File: src/shared/rscfg_pkg.sv
// constants for the reset strap configuration sampler
package rscfg_pkg;

  // ************************************************************
  // strap vector layout
  // ************************************************************
  localparam int STRAP_W      = 10;
  localparam int ST_BURST     = 0;  // burst_in_progress_strap
  localparam int ST_SIZE1     = 1;  // size_bit_one_strap
  localparam int ST_SDA       = 2;  // serial data line level
  localparam int ST_EEPROM    = 3;  // eeprom_enable_strap
  localparam int ST_TMODE_LO  = 4;  // test_mode_straps[0]
  localparam int ST_TMODE_HI  = 5;  // test_mode_straps[1]
  localparam int ST_BM        = 6;  // bus_master_enable_strap
  localparam int ST_ARB       = 7;  // arbiter_enable_strap
  localparam int ST_DIS       = 8;  // pci_disable_strap
  localparam int ST_SPARE     = 9;  // unused, reads zero
  localparam logic [STRAP_W-1:0] STRAP_RST = 10'h000;

  // ************************************************************
  // synchroniser
  // ************************************************************
  localparam int SYNC_STAGES  = 3;

  // ************************************************************
  // register offsets (byte addresses)
  // ************************************************************
  localparam logic [7:0] OFS_CMD_STAT  = 8'h00;
  localparam logic [7:0] OFS_MISC2     = 8'h04;
  localparam logic [7:0] OFS_STRAP_STS = 8'h08;
  localparam logic [7:0] OFS_INT_CTL   = 8'h0c;

  // ************************************************************
  // field positions and reset values
  // ************************************************************
  localparam int BIT_BUS_MASTER = 2;   // in command/status
  localparam int BIT_PCI_DISABLE_STRAP    = 0;   // in second misc control
  localparam int BIT_HOST_MODE  = 0;   // in interrupt control
  localparam int BIT_PCI_INT    = 1;   // in interrupt control, read only
  localparam int BIT_LOC_INT    = 2;   // in interrupt control, read only
  localparam int BIT_M68K       = 10;  // in strap status
  localparam int BIT_EE_PRESENT = 11;  // in strap status
  localparam logic RST_BUS_MASTER = 1'b0;
  localparam logic RST_PCI_DISABLE_STRAP    = 1'b0;
  localparam logic RST_HOST_MODE  = 1'b0;

  // ************************************************************
  // test mode encodings
  // ************************************************************
  localparam logic [1:0] TMODE_NORMAL   = 2'h0;
  localparam logic [1:0] TMODE_NANDTREE = 2'h2;

endpackage

File: src/shared/rscfg_strap_if.sv
// captured strap values passed from the sampler to the core
`timescale 1ns/1ps
interface rscfg_strap_if;
  import rscfg_pkg::*;
  logic               loaded;  // one cycle pulse, straps just renewed
  logic [STRAP_W-1:0] straps;  // captured levels, held between resets

  modport sampler (output loaded, output straps);
  modport core    (input loaded, input straps);
endinterface

File: src/logic/rscfg_sampler.sv
// strap synchroniser and capture on reset release
`timescale 1ns/1ps
module rscfg_sampler
  import rscfg_pkg::*;
(
  input  wire logic               clk,
  input  wire logic               rst_n,
  input  wire logic [STRAP_W-1:0] strap_pins,
  input  wire logic               pci_rst_n,
  input  wire logic               local_rst_n,
  rscfg_strap_if.sampler          cfg
);
  localparam int PIN_W = STRAP_W + 2;
  localparam logic [PIN_W-1:0] PIN_RST = 12'h000;

  logic [PIN_W-1:0] sync1;
  logic [PIN_W-1:0] sync2;
  logic [PIN_W-1:0] sync3;
  logic [PIN_W-1:0] filt;

  // ************************************************************
  // filtering
  // ************************************************************
  // a level counts only once stages two and three agree; stage one
  // feeds nothing but stage two
  wire [PIN_W-1:0] pins_raw  = {local_rst_n, pci_rst_n, strap_pins};
  wire [PIN_W-1:0] agree     = ~(sync2 ^ sync3);
  wire [PIN_W-1:0] next_filt = (sync3 & agree) | (filt & ~agree);

  // resets start as asserted so the first release is seen as a rise
  wire pci_rise = next_filt[PIN_W-2] & ~filt[PIN_W-2];
  wire loc_rise = next_filt[PIN_W-1] & ~filt[PIN_W-1];
  wire capture  = pci_rise | loc_rise;

  always_ff @(posedge clk or negedge rst_n) begin
    if (!rst_n) begin
      sync1 <= PIN_RST;
      sync2 <= PIN_RST;
      sync3 <= PIN_RST;
      filt  <= PIN_RST;
    end else begin
      sync1 <= pins_raw;
      sync2 <= sync1;
      sync3 <= sync2;
      filt  <= next_filt;
    end
  end

  // ************************************************************
  // capture
  // ************************************************************
  // straps reuse functional pins, so only the level seen during
  // reset is kept; later toggling is ignored
  always_ff @(posedge clk or negedge rst_n) begin
    if (!rst_n) begin
      cfg.straps <= STRAP_RST;
      cfg.loaded <= 1'b0;
    end else begin
      if (capture) begin
        cfg.straps <= filt[STRAP_W-1:0];
      end
      cfg.loaded <= capture;
    end
  end

  AST_LOAD_STRAPS: assert property (
    @(posedge clk) disable iff (!rst_n)
    capture |=> (cfg.straps == $past(filt[STRAP_W-1:0])) && cfg.loaded)
    else $error("straps not loaded on reset release");

  AST_HOLD_STRAPS: assert property (
    @(posedge clk) disable iff (!rst_n)
    !capture |=> $stable(cfg.straps) && !cfg.loaded)
    else $error("captured straps changed outside a reset release");

endmodule

File: src/logic/rscfg_top.sv
// reset strap configuration sampler with interrupt routing and registers
`timescale 1ns/1ps
// Operation
// - sample straps on both reset releases
// - burst high, size one low selects 68k
// - test straps zero normal, else test mode
// - bus master strap high sets master bit
// - strap low, master only after software write
// - arbiter strap high enables internal arbiter
// - disable strap high sets disable status bit
// - retry every target access while disabled
// - host use, PCI interrupt drives local
// - adapter use, local interrupt drives PCI
// - no target completion until disable cleared
module rscfg_top
  import rscfg_pkg::*;
(
  input  wire logic        CORE_CLK,
  input  wire logic        RST_N,
  input  wire logic        WB_CYC_I,
  input  wire logic        WB_STB_I,
  input  wire logic        WB_WE_I,
  input  wire logic [7:0]  WB_ADR_I,
  input  wire logic [3:0]  WB_SEL_I,
  input  wire logic [31:0] WB_DAT_I,
  output logic      [31:0] WB_DAT_O,
  output logic             WB_ACK_O,
  input  wire logic        BURST_IN_PROGRESS_STRAP,
  input  wire logic        SIZE_BIT_ONE_STRAP,
  input  wire logic        SERIAL_DATA_STRAP,
  input  wire logic        EEPROM_ENABLE_STRAP,
  input  wire logic [1:0]  TEST_MODE_STRAPS,
  input  wire logic        BUS_MASTER_ENABLE_STRAP,
  input  wire logic        ARBITER_ENABLE_STRAP,
  input  wire logic        PCI_DISABLE_STRAP,
  input  wire logic        PCI_RST_N,
  input  wire logic        LOCAL_RESET_IN_N,
  input  wire logic        PCI_INT_N_I,
  output logic             PCI_INT_N_O,
  output logic             PCI_INT_N_OE,
  input  wire logic        LOCAL_INT_N_I,
  output logic             LOCAL_INT_N_O,
  output logic             LOCAL_INT_N_OE,
  input  wire logic        TGT_REQ,
  output logic             TGT_RETRY,
  output logic             TGT_GO,
  output logic             M68K_MODE,
  output logic             EEPROM_PRESENT,
  output logic             TEST_TRISTATE,
  output logic             TEST_NAND_TREE,
  output logic             ARBITER_ENABLE,
  output logic             PCI_ENABLE,
  output logic             PCI_INITIATOR_EN,
  output logic             CONFIG_LOADED
);

  // ************************************************************
  // strap capture
  // ************************************************************
  rscfg_strap_if cfg ();

  wire [STRAP_W-1:0] strap_pins = {
    1'b0,
    PCI_DISABLE_STRAP,
    ARBITER_ENABLE_STRAP,
    BUS_MASTER_ENABLE_STRAP,
    TEST_MODE_STRAPS,
    EEPROM_ENABLE_STRAP,
    SERIAL_DATA_STRAP,
    SIZE_BIT_ONE_STRAP,
    BURST_IN_PROGRESS_STRAP
  };

  rscfg_sampler u_sampler (
    .clk         (CORE_CLK),
    .rst_n       (RST_N),
    .strap_pins  (strap_pins),
    .pci_rst_n   (PCI_RST_N),
    .local_rst_n (LOCAL_RESET_IN_N),
    .cfg         (cfg.sampler)
  );

  // ************************************************************
  // decoded operating mode
  // ************************************************************
  logic        bus_master_bit;
  logic        pci_disable_strap_bit;
  logic        host_mode;
  logic        loaded_seen;
  logic [31:0] rd_data;
  logic        ack;

  wire [1:0] tmode     = cfg.straps[ST_TMODE_HI:ST_TMODE_LO];
  wire       test_any  = tmode != TMODE_NORMAL;
  wire       m68k_mode = cfg.straps[ST_BURST] & ~cfg.straps[ST_SIZE1];
  // an eeprom only counts when both its enable and the data line sat high
  wire       ee_present = cfg.straps[ST_EEPROM] & cfg.straps[ST_SDA];

  assign M68K_MODE        = m68k_mode;
  assign EEPROM_PRESENT   = ee_present;
  assign TEST_NAND_TREE   = tmode == TMODE_NANDTREE;
  assign TEST_TRISTATE    = test_any & (tmode != TMODE_NANDTREE);
  assign ARBITER_ENABLE   = cfg.straps[ST_ARB];
  assign PCI_ENABLE       = ~pci_disable_strap_bit;
  assign PCI_INITIATOR_EN = bus_master_bit;
  assign CONFIG_LOADED    = loaded_seen;

  // ************************************************************
  // target gate
  // ************************************************************
  // handshake answers are combinational so a retry lands in the
  // same cycle as the request
  assign TGT_RETRY = TGT_REQ & pci_disable_strap_bit;
  assign TGT_GO    = TGT_REQ & ~pci_disable_strap_bit;

  // ************************************************************
  // interrupt pin synchronisers
  // ************************************************************
  logic [1:0] int_s1;
  logic [1:0] int_s2;
  logic [1:0] int_s3;
  logic [1:0] int_filt;
  logic       pci_int_oe;
  logic       loc_int_oe;

  wire [1:0] int_agree     = ~(int_s2 ^ int_s3);
  wire [1:0] next_int_filt = (int_s3 & int_agree) | (int_filt & ~int_agree);
  wire       pci_int_act   = ~int_filt[0];
  wire       loc_int_act   = ~int_filt[1];

  always_ff @(posedge CORE_CLK or negedge RST_N) begin
    if (!RST_N) begin
      int_s1   <= 2'h3;
      int_s2   <= 2'h3;
      int_s3   <= 2'h3;
      int_filt <= 2'h3;
    end else begin
      int_s1   <= {LOCAL_INT_N_I, PCI_INT_N_I};
      int_s2   <= int_s1;
      int_s3   <= int_s2;
      int_filt <= next_int_filt;
    end
  end

  // ************************************************************
  // interrupt routing
  // ************************************************************
  // each pin is an input in one use and a driven output in the other,
  // so the driven side's own input is never looked at; test modes
  // release both pins
  wire next_loc_oe = host_mode & pci_int_act & ~test_any;
  wire next_pci_oe = ~host_mode & loc_int_act & ~test_any;

  always_ff @(posedge CORE_CLK or negedge RST_N) begin
    if (!RST_N) begin
      loc_int_oe <= 1'b0;
      pci_int_oe <= 1'b0;
    end else begin
      loc_int_oe <= next_loc_oe;
      pci_int_oe <= next_pci_oe;
    end
  end

  // open-drain pins pull low only
  assign LOCAL_INT_N_O  = 1'b0;
  assign LOCAL_INT_N_OE = loc_int_oe;
  assign PCI_INT_N_O    = 1'b0;
  assign PCI_INT_N_OE   = pci_int_oe;

  // ************************************************************
  // wishbone decode
  // ************************************************************
  wire wb_req    = WB_CYC_I & WB_STB_I;
  wire wb_start  = wb_req & ~ack;
  wire wb_wr     = wb_req & ack & WB_WE_I & WB_SEL_I[0];
  wire hit_cmd   = WB_ADR_I[7:2] == OFS_CMD_STAT[7:2];
  wire hit_misc2 = WB_ADR_I[7:2] == OFS_MISC2[7:2];
  wire hit_strap = WB_ADR_I[7:2] == OFS_STRAP_STS[7:2];
  wire hit_int   = WB_ADR_I[7:2] == OFS_INT_CTL[7:2];
  wire wr_cmd    = wb_wr & hit_cmd;
  wire wr_misc2  = wb_wr & hit_misc2;
  wire wr_int    = wb_wr & hit_int;

  // read mux; unmapped words read zero
  wire [31:0] rd_cmd   = 32'(bus_master_bit) << BIT_BUS_MASTER;
  wire [31:0] rd_misc2 = 32'(pci_disable_strap_bit) << BIT_PCI_DISABLE_STRAP;
  wire [31:0] rd_strap = 32'(cfg.straps)
                       | (32'(m68k_mode) << BIT_M68K)
                       | (32'(ee_present) << BIT_EE_PRESENT);
  wire [31:0] rd_int   = (32'(host_mode) << BIT_HOST_MODE)
                       | (32'(pci_int_act) << BIT_PCI_INT)
                       | (32'(loc_int_act) << BIT_LOC_INT);
  wire [31:0] next_rd  = hit_cmd   ? rd_cmd
                       : hit_misc2 ? rd_misc2
                       : hit_strap ? rd_strap
                       : hit_int   ? rd_int
                       : 32'h0000_0000;

  // ack one cycle after the request, read data captured with it
  always_ff @(posedge CORE_CLK or negedge RST_N) begin
    if (!RST_N) begin
      ack     <= 1'b0;
      rd_data <= 32'h0000_0000;
    end else begin
      ack <= wb_start;
      if (wb_start) begin
        rd_data <= next_rd;
      end
    end
  end

  assign WB_ACK_O = ack;
  assign WB_DAT_O = rd_data;

  // ************************************************************
  // control registers
  // ************************************************************
  // a strap load beats a software write in the same cycle, so a
  // disable caught at reset is never lost to a racing clear
  wire next_bm  = cfg.loaded ? cfg.straps[ST_BM]
                : wr_cmd     ? WB_DAT_I[BIT_BUS_MASTER]
                : bus_master_bit;
  wire next_dis = cfg.loaded ? cfg.straps[ST_DIS]
                : (wr_misc2 & ~WB_DAT_I[BIT_PCI_DISABLE_STRAP]) ? 1'b0
                : pci_disable_strap_bit;
  wire next_host = wr_int ? WB_DAT_I[BIT_HOST_MODE] : host_mode;

  always_ff @(posedge CORE_CLK or negedge RST_N) begin
    if (!RST_N) begin
      bus_master_bit <= RST_BUS_MASTER;
      pci_disable_strap_bit    <= RST_PCI_DISABLE_STRAP;
      host_mode      <= RST_HOST_MODE;
      loaded_seen    <= 1'b0;
    end else begin
      bus_master_bit <= next_bm;
      pci_disable_strap_bit    <= next_dis;
      host_mode      <= next_host;
      loaded_seen    <= loaded_seen | cfg.loaded;
    end
  end

  // ************************************************************
  // checks
  // ************************************************************
  AST_BM_FROM_STRAP: assert property (
    @(posedge CORE_CLK) disable iff (!RST_N)
    cfg.loaded && cfg.straps[ST_BM] |=> PCI_INITIATOR_EN)
    else $error("master bit not set by strap");

  AST_BM_NEEDS_WRITE: assert property (
    @(posedge CORE_CLK) disable iff (!RST_N)
    $rose(bus_master_bit) |-> $past(cfg.loaded) || $past(wr_cmd))
    else $error("master bit rose without strap or write");

  AST_ARB_FROM_LOAD: assert property (
    @(posedge CORE_CLK) disable iff (!RST_N)
    $changed(ARBITER_ENABLE) |-> $past(cfg.loaded, 1) || cfg.loaded)
    else $error("arbiter enable changed outside a strap load");

  AST_DIS_FROM_STRAP: assert property (
    @(posedge CORE_CLK) disable iff (!RST_N)
    cfg.loaded && cfg.straps[ST_DIS] |=> pci_disable_strap_bit && !PCI_ENABLE)
    else $error("disable strap did not set status bit");

  AST_RETRY_WHILE_DIS: assert property (
    @(posedge CORE_CLK) disable iff (!RST_N)
    TGT_REQ && pci_disable_strap_bit |-> TGT_RETRY && !TGT_GO)
    else $error("target access not retried while disabled");

  AST_DIS_STICKY: assert property (
    @(posedge CORE_CLK) disable iff (!RST_N)
    pci_disable_strap_bit && !cfg.loaded && !wr_misc2 |=> pci_disable_strap_bit)
    else $error("disable bit cleared without software");

  AST_HOST_INT: assert property (
    @(posedge CORE_CLK) disable iff (!RST_N)
    host_mode && pci_int_act && !test_any |=> LOCAL_INT_N_OE && !PCI_INT_N_OE)
    else $error("host use did not forward PCI interrupt");

  AST_ADAPTER_INT: assert property (
    @(posedge CORE_CLK) disable iff (!RST_N)
    !host_mode && loc_int_act && !test_any |=> PCI_INT_N_OE && !LOCAL_INT_N_OE)
    else $error("adapter use did not forward local interrupt");

  AST_TEST_RELEASE: assert property (
    @(posedge CORE_CLK) disable iff (!RST_N)
    test_any |=> !PCI_INT_N_OE && !LOCAL_INT_N_OE)
    else $error("pins driven in test mode");

  AST_MODE_68K: assert property (
    @(posedge CORE_CLK) disable iff (!RST_N)
    cfg.loaded |-> M68K_MODE == (cfg.straps[ST_BURST] && !cfg.straps[ST_SIZE1]))
    else $error("68k mode does not follow straps");

  AST_WB_ACK_ONCE: assert property (
    @(posedge CORE_CLK) disable iff (!RST_N)
    WB_ACK_O |=> !WB_ACK_O)
    else $error("ack held two cycles");

endmodule

File: config.mk
export PLATFORM = sky130hd
export DESIGN_NAME = rscfg_top
export DESIGN_NICKNAME = d
export VERILOG_FILES = /design/src/shared/rscfg_pkg.sv /design/src/shared/rscfg_strap_if.sv /design/src/logic/rscfg_sampler.sv /design/src/logic/rscfg_top.sv
export SDC_FILE = /design/constraint.sdc
export NUM_CORES = 1
export LEC_CHECK = 0
export CAP_MARGIN = 5
export CORE_MARGIN = 8
export CORE_UTILIZATION = 40
export DETAILED_ROUTE_END_ITERATION = 8
export DONT_BUFFER_PORTS = 1
export GPL_TIMING_DRIVEN = 0
export PLACE_DENSITY = 0.57
export REMOVE_ABC_BUFFERS = 1
export SLEW_MARGIN = 25
export SYNTH_ARGS = -nofsm -noshare
export SYNTH_HDL_FRONTEND = slang
export SYNTH_SLANG_ARGS = --single-unit
File: constraint.sdc
create_clock -name CORE_CLK -period 1.4 [get_ports CORE_CLK]
set_input_delay 0.14 -clock CORE_CLK [delete_from_list [all_inputs] [get_ports CORE_CLK]]
set_output_delay 0.14 -clock CORE_CLK [all_outputs]
set_load 0.02 [all_outputs]
**Word level (Yosys, flattened, before mapping)**

Cells that the tools add are included.

- Memories kept: 0
- Bits in latches: 0
- Output and inout bits: 47
- ROM bits: 0
- Input bits: 63
- RAM bits: 0
- Register bits: 103

- Shift-type cells: 0
- Div/mod/pow operators: 0
- Bitwise gates (word level): 48
- Reduce and logical (&&, ||, !) cells: 4
- Muxes and demuxes: 8
- Equal/unequal tests: 5
- Add/sub/neg operators: 0
- Multiply operators: 0
- Order comparisons: 0

Operators by type and width:

| kind | number |
|---|---|
| 2-to-1 mux 12 bit | 3 |
| bitwise AND 12 bit | 2 |
| inverter 12 bit | 2 |
| bitwise AND 1 bit | 20 |
| == test 6 x 2 -> 1 bit (second input constant) | 2 |
| OR 11 x 12 -> 12 bit | 1 |
| OR 12 bit | 1 |
| XOR 12 bit | 1 |
| OR 10 x 11 -> 11 bit | 1 |
| inverter 1 bit | 10 |
| == test 6 x 1 -> 1 bit (second input constant) | 1 |
| logical NOT 6 bit | 1 |
| nonzero test 2 bit | 3 |
| bitwise AND 2 bit | 2 |
| 2-to-1 mux 1 bit | 4 |
| inverter 2 bit | 2 |
| 2-to-1 mux 3 bit | 1 |
| OR 2 x 3 -> 3 bit | 1 |
| == test 2 bit (second input constant) | 1 |
| inequality test 2 bit (second input constant) | 1 |
| OR 1 bit | 2 |
| OR 1 x 2 -> 2 bit | 1 |
| OR 2 bit | 1 |
| XOR 2 bit | 1 |

**Depth between registers and ports, before layout**

- Depth in word-level cells: 8
- Gate-level depth with buffers: 6
- Mapped depth without buffers: 5

**Modules after synthesis**

Synthesis repeated with hierarchy kept, for this count alone.

- Cell total of the unflattened synthesis: 218
- Area, all modules: 3093.0 um^2

By module, submodules not included:

| module | sequential area each (um^2) | times used | area an instance (um^2) | cells an instance |
|---|---|---|---|---|
| rscfg_sampler | 1476.4 | 1 | 1740.4 | 85 |
| rscfg_top | 685.7 | 1 | 1352.5 | 133 |

**Worst setup path before layout**

No wires, ideal clock.

- Kind: register to register
- Start point: register ack (netlist: WB_ACK_O)
- End point: register rd_data[7] (netlist: WB_DAT_O[7])
- Setup slack: 0.042 ns
- Clock period less this slack: 1.358 ns
- Arrival: 1.237 ns
- Cell stages (with the launch flop): 5
- Setup time: 0.121 ns
- Buffers on the path: 2
- Cells stage by stage: dfrtp_1 or2_1 clkbuf_1 buf_2 a22o_1

- Longest elaborated chain between the ends: 2

RTL lines:

| what | RTL line | RTL |
|---|---|---|
| from (decl) | rscfg_top.sv:91 | `logic ack;` |
| from (signal assigned) | rscfg_top.sv:205 | `ack <= wb_start;` |
| inverter 1 bit | rscfg_top.sv:174 | `wire wb_start = wb_req & ~ack;` |
| bitwise AND 1 bit | rscfg_top.sv:174 |  |
| to (signal assigned) | rscfg_top.sv:207 | `rd_data <= next_rd;` |
| to (decl) | rscfg_top.sv:90 | `logic [31:0] rd_data;` |

No other way between the ends.
A chain may end at the register's enable or synchronous reset.

**Worst setup path after layout**

- Start point: register ack (netlist: WB_ACK_O)
- End point: register host_mode

- Longest elaborated chain between the ends: 4

RTL lines:

| what | RTL line | RTL |
|---|---|---|
| bitwise AND 1 bit (3 in series) | rscfg_top.sv:175 | `wire wb_wr = wb_req & ack & WB_WE_I & WB_SEL_I[0];` |
| bitwise AND 1 bit | rscfg_top.sv:182 | `wire wr_int = wb_wr & hit_int;` |
| to (signal assigned) | rscfg_top.sv:237 | `host_mode <= next_host;` |
| to (decl) | rscfg_top.sv:88 | `logic host_mode;` |

No other way between the ends.

==> impl_metrics.tcl <==
set metrics [dict create \
    status "finished with violations" \
    violations "hold timing" \
    drt-vias-per-instance 4.457 \
    yosysUniqueCellTypes 38 \
    timing.hold.ws_ns -0.5187 \
    cts_root_buffer "clkbuf_8" \
    io_buffer_count 0 \
    synthCells 188 \
    core_sq_mm 0.006794 \
    cts_tree "yes" \
    r2r-end "host_mode$_DFFE_PN0P_" \
    mostFrequentLayoutCells "71 x dfrtp_1, 23 x conb_1, 17 x dlygate4sd3_1" \
    syn2layout_area_growth_pct 16.16 \
    drv_cap 0 \
    wl_um 4864 \
    final_common_cell "dfrtp_1" \
    regToRegStartpoint "WB_ACK_O$_DFF_PN0_" \
    final.setup.tns_ns 0 \
    track_usage_pct 10.40 \
    crit_fanout 3 \
    placedCellCount 280 \
    antenna_left 0 \
    design_area_sq_mm 0.003273 \
    fin_util_pct 48.18 \
    wire_per_inst_um 15.34 \
    setup_ws_ns 0.03541 \
    layout-drive-gt1-share_pct 19.46 \
    crit_path_start "WB_ACK_O$_DFF_PN0_" \
    dieArea_sq_mm 0.009986 \
    start_util_pct 41.47 \
    worst_clock_skew_ns 0.007147 \
    antenna_found_initial 0 \
    synth_top_area_cell "dfrtp_1" \
    setup_viol 0 \
    hold_path.class "input port to asynchronous set/reset pin" \
    worst_skew_pair.late_latency_ns 0.35 \
    critical_path.endpoint "host_mode$_DFFE_PN0P_" \
    totalPowerFinal_mw 4.722 \
    final_nets 279 \
    netlist_area_sq_mm 0.002818 \
    grt_max_degree 81 \
    p_leak_nw 1.418 \
    ys_ff_latch 80 \
    cts_buffer_depth 2 \
    r2r_cells 4 \
    htreeDepth 3 \
    drtIter0Drc 81 \
    ys.flop_type "dfrtp_1" \
    gp_congestion 0.7594 \
    grt_pass1_vias 1512 \
    synth.area.top_cells "dfrtp_1 64%, dfstp_2 7.5%, buf_4 6.1%, maj3_1 4.3%, mux2_1 4.0%" \
    grt_overflow 0 \
    synth_top_area_share_pct 63.94 \
    syn_avg_cell_area_sq_um 14.99 \
    die_h_um 99.93 \
    endpoint_kind "register" \
    setup.worst_path.start_class "register" \
    period_needed_ns 1.365 \
    cp.arrival_ns 1.60 \
    max_freq_mhz 732.8 \
    layoutNonFillerInstCount 317 \
    path_class "register to register" \
    r2r_slack_ns 0.04 \
    hold_buffers 17 \
    finalMaxSlewViolations 0 \
    firstDrtPassIters 3 \
    clkSinkCount 80 \
    ys_warn_count 0 \
    synth_edf_count 0 \
    post-route-period-util_pct 97.47 \
    drcViolationCount 0 \
    grt_pass1_wl_um 7941 \
    dr_total_vias 1413 \
    synthArstFlopShare_pct 100.0 \
    pre_cts_ws_ns -0.3252 \
    cp.required_ns 1.64 \
    numCtsBuffers 9 \
    hold_viol 80 \
    antenna_cells 0 \
    row_count 30 \
    dpl.hpwl_um 3177 \
    ir_drop_mv 0.7244 \
    synth_seq_area_share_pct 71.40 \
    clkTransAtPathRegs_ns 0.09 \
    die_x_um 99.93 \
    powerDensity_mw_per_mm2 1443 \
    io_pins 110 \
    place_area_sq_mm 0.002835 \
]
-- kinds of logic after synthesis --
logic type | after synthesis | synth area share [%]
adders and majority gates | 12 | 4.263
AOI/OAI and AO/OA | 21 | 5.329
DFF | 80 | 71.40
muxes | 11 | 4.396
buffers and inverters | 29 | 6.971
other | 1 | 0.1331
and+or+nand+nor | 34 | 7.505
-- final cells by class --
cell class              count  area, sq um
flip-flops and latches     80         2013
multi-input cells         101        718.2
clock inverters             7        61.31
fillers                   615         3521
inverters                   3        11.26
repair buffers             21        225.2
well taps                  96        120.1
clock buffers               9        123.9
-- cells in the mapped netlist (all sizes together), types with 2 or more instances --
cell and instances:
a21oi 2, a22o 8, and2 2, buf 24, clkbuf 2, dfrtp 72
dfstp 8, inv 2, maj3 12, mux2 11, nand2 11, nor2 3
nor2b 4, nor3 4, nor4 2, o21ai 7, or2 3
-- critical path: stages (launching register included) --
cell	delay, ns
dfrtp_2	0.45
nand3_2	0.10
or2_4	0.26
nor3_2	0.13
mux2_4	0.31
-- metal layers --
| layer | wire (um) | vias to the layer above | track usage, % |
|---|---|---|---|
| met2 | 2271 | 57 | 15.44 |
| met5 | 0 | - | 0 |
| met4 | 38 | 0 | 3.492 |
| met1 | 2108 | 700 | 12.32 |
| met3 | 445 | 5 | 5.952 |
| li1 | - | 651 | - |
-- where the power goes --
group | internal (mW) | switching (mW)
Combinational | 0.181 | 0.239
Sequential | 2.52 | 0.198
Clock | 0.685 | 0.899
-- repair_timing --
| action | in CTS | in global routing |
|---|---|---|
| pin swaps | 2 | 2 |
| resized for setup | 5 | 4 |
| setup buffers | 1 | 3 |
| endpoints found under the hold margin | 98 | 80 |
| setup endpoints to repair | 23 | 19 |
-- worst min-delay path by stage --
stage	endpoint	from	slack [ns]
final	u_sampler.cfg.straps[6]$_DFFE_PN0P_	RST_N	-0.52
after floorplan	CONFIG_LOADED$_DFF_PN0_	RST_N	-0.16
after detailed placement	CONFIG_LOADED$_DFF_PN0_	RST_N	-0.15
after global routing	u_sampler.sync2[0]$_DFF_PN0_	RST_N	-0.56
after global placement	CONFIG_LOADED$_DFF_PN0_	RST_N	-0.15
after CTS	u_sampler.sync3[10]$_DFF_PN0_	RST_N	-0.54
Power figures use the tool's default switching activity.
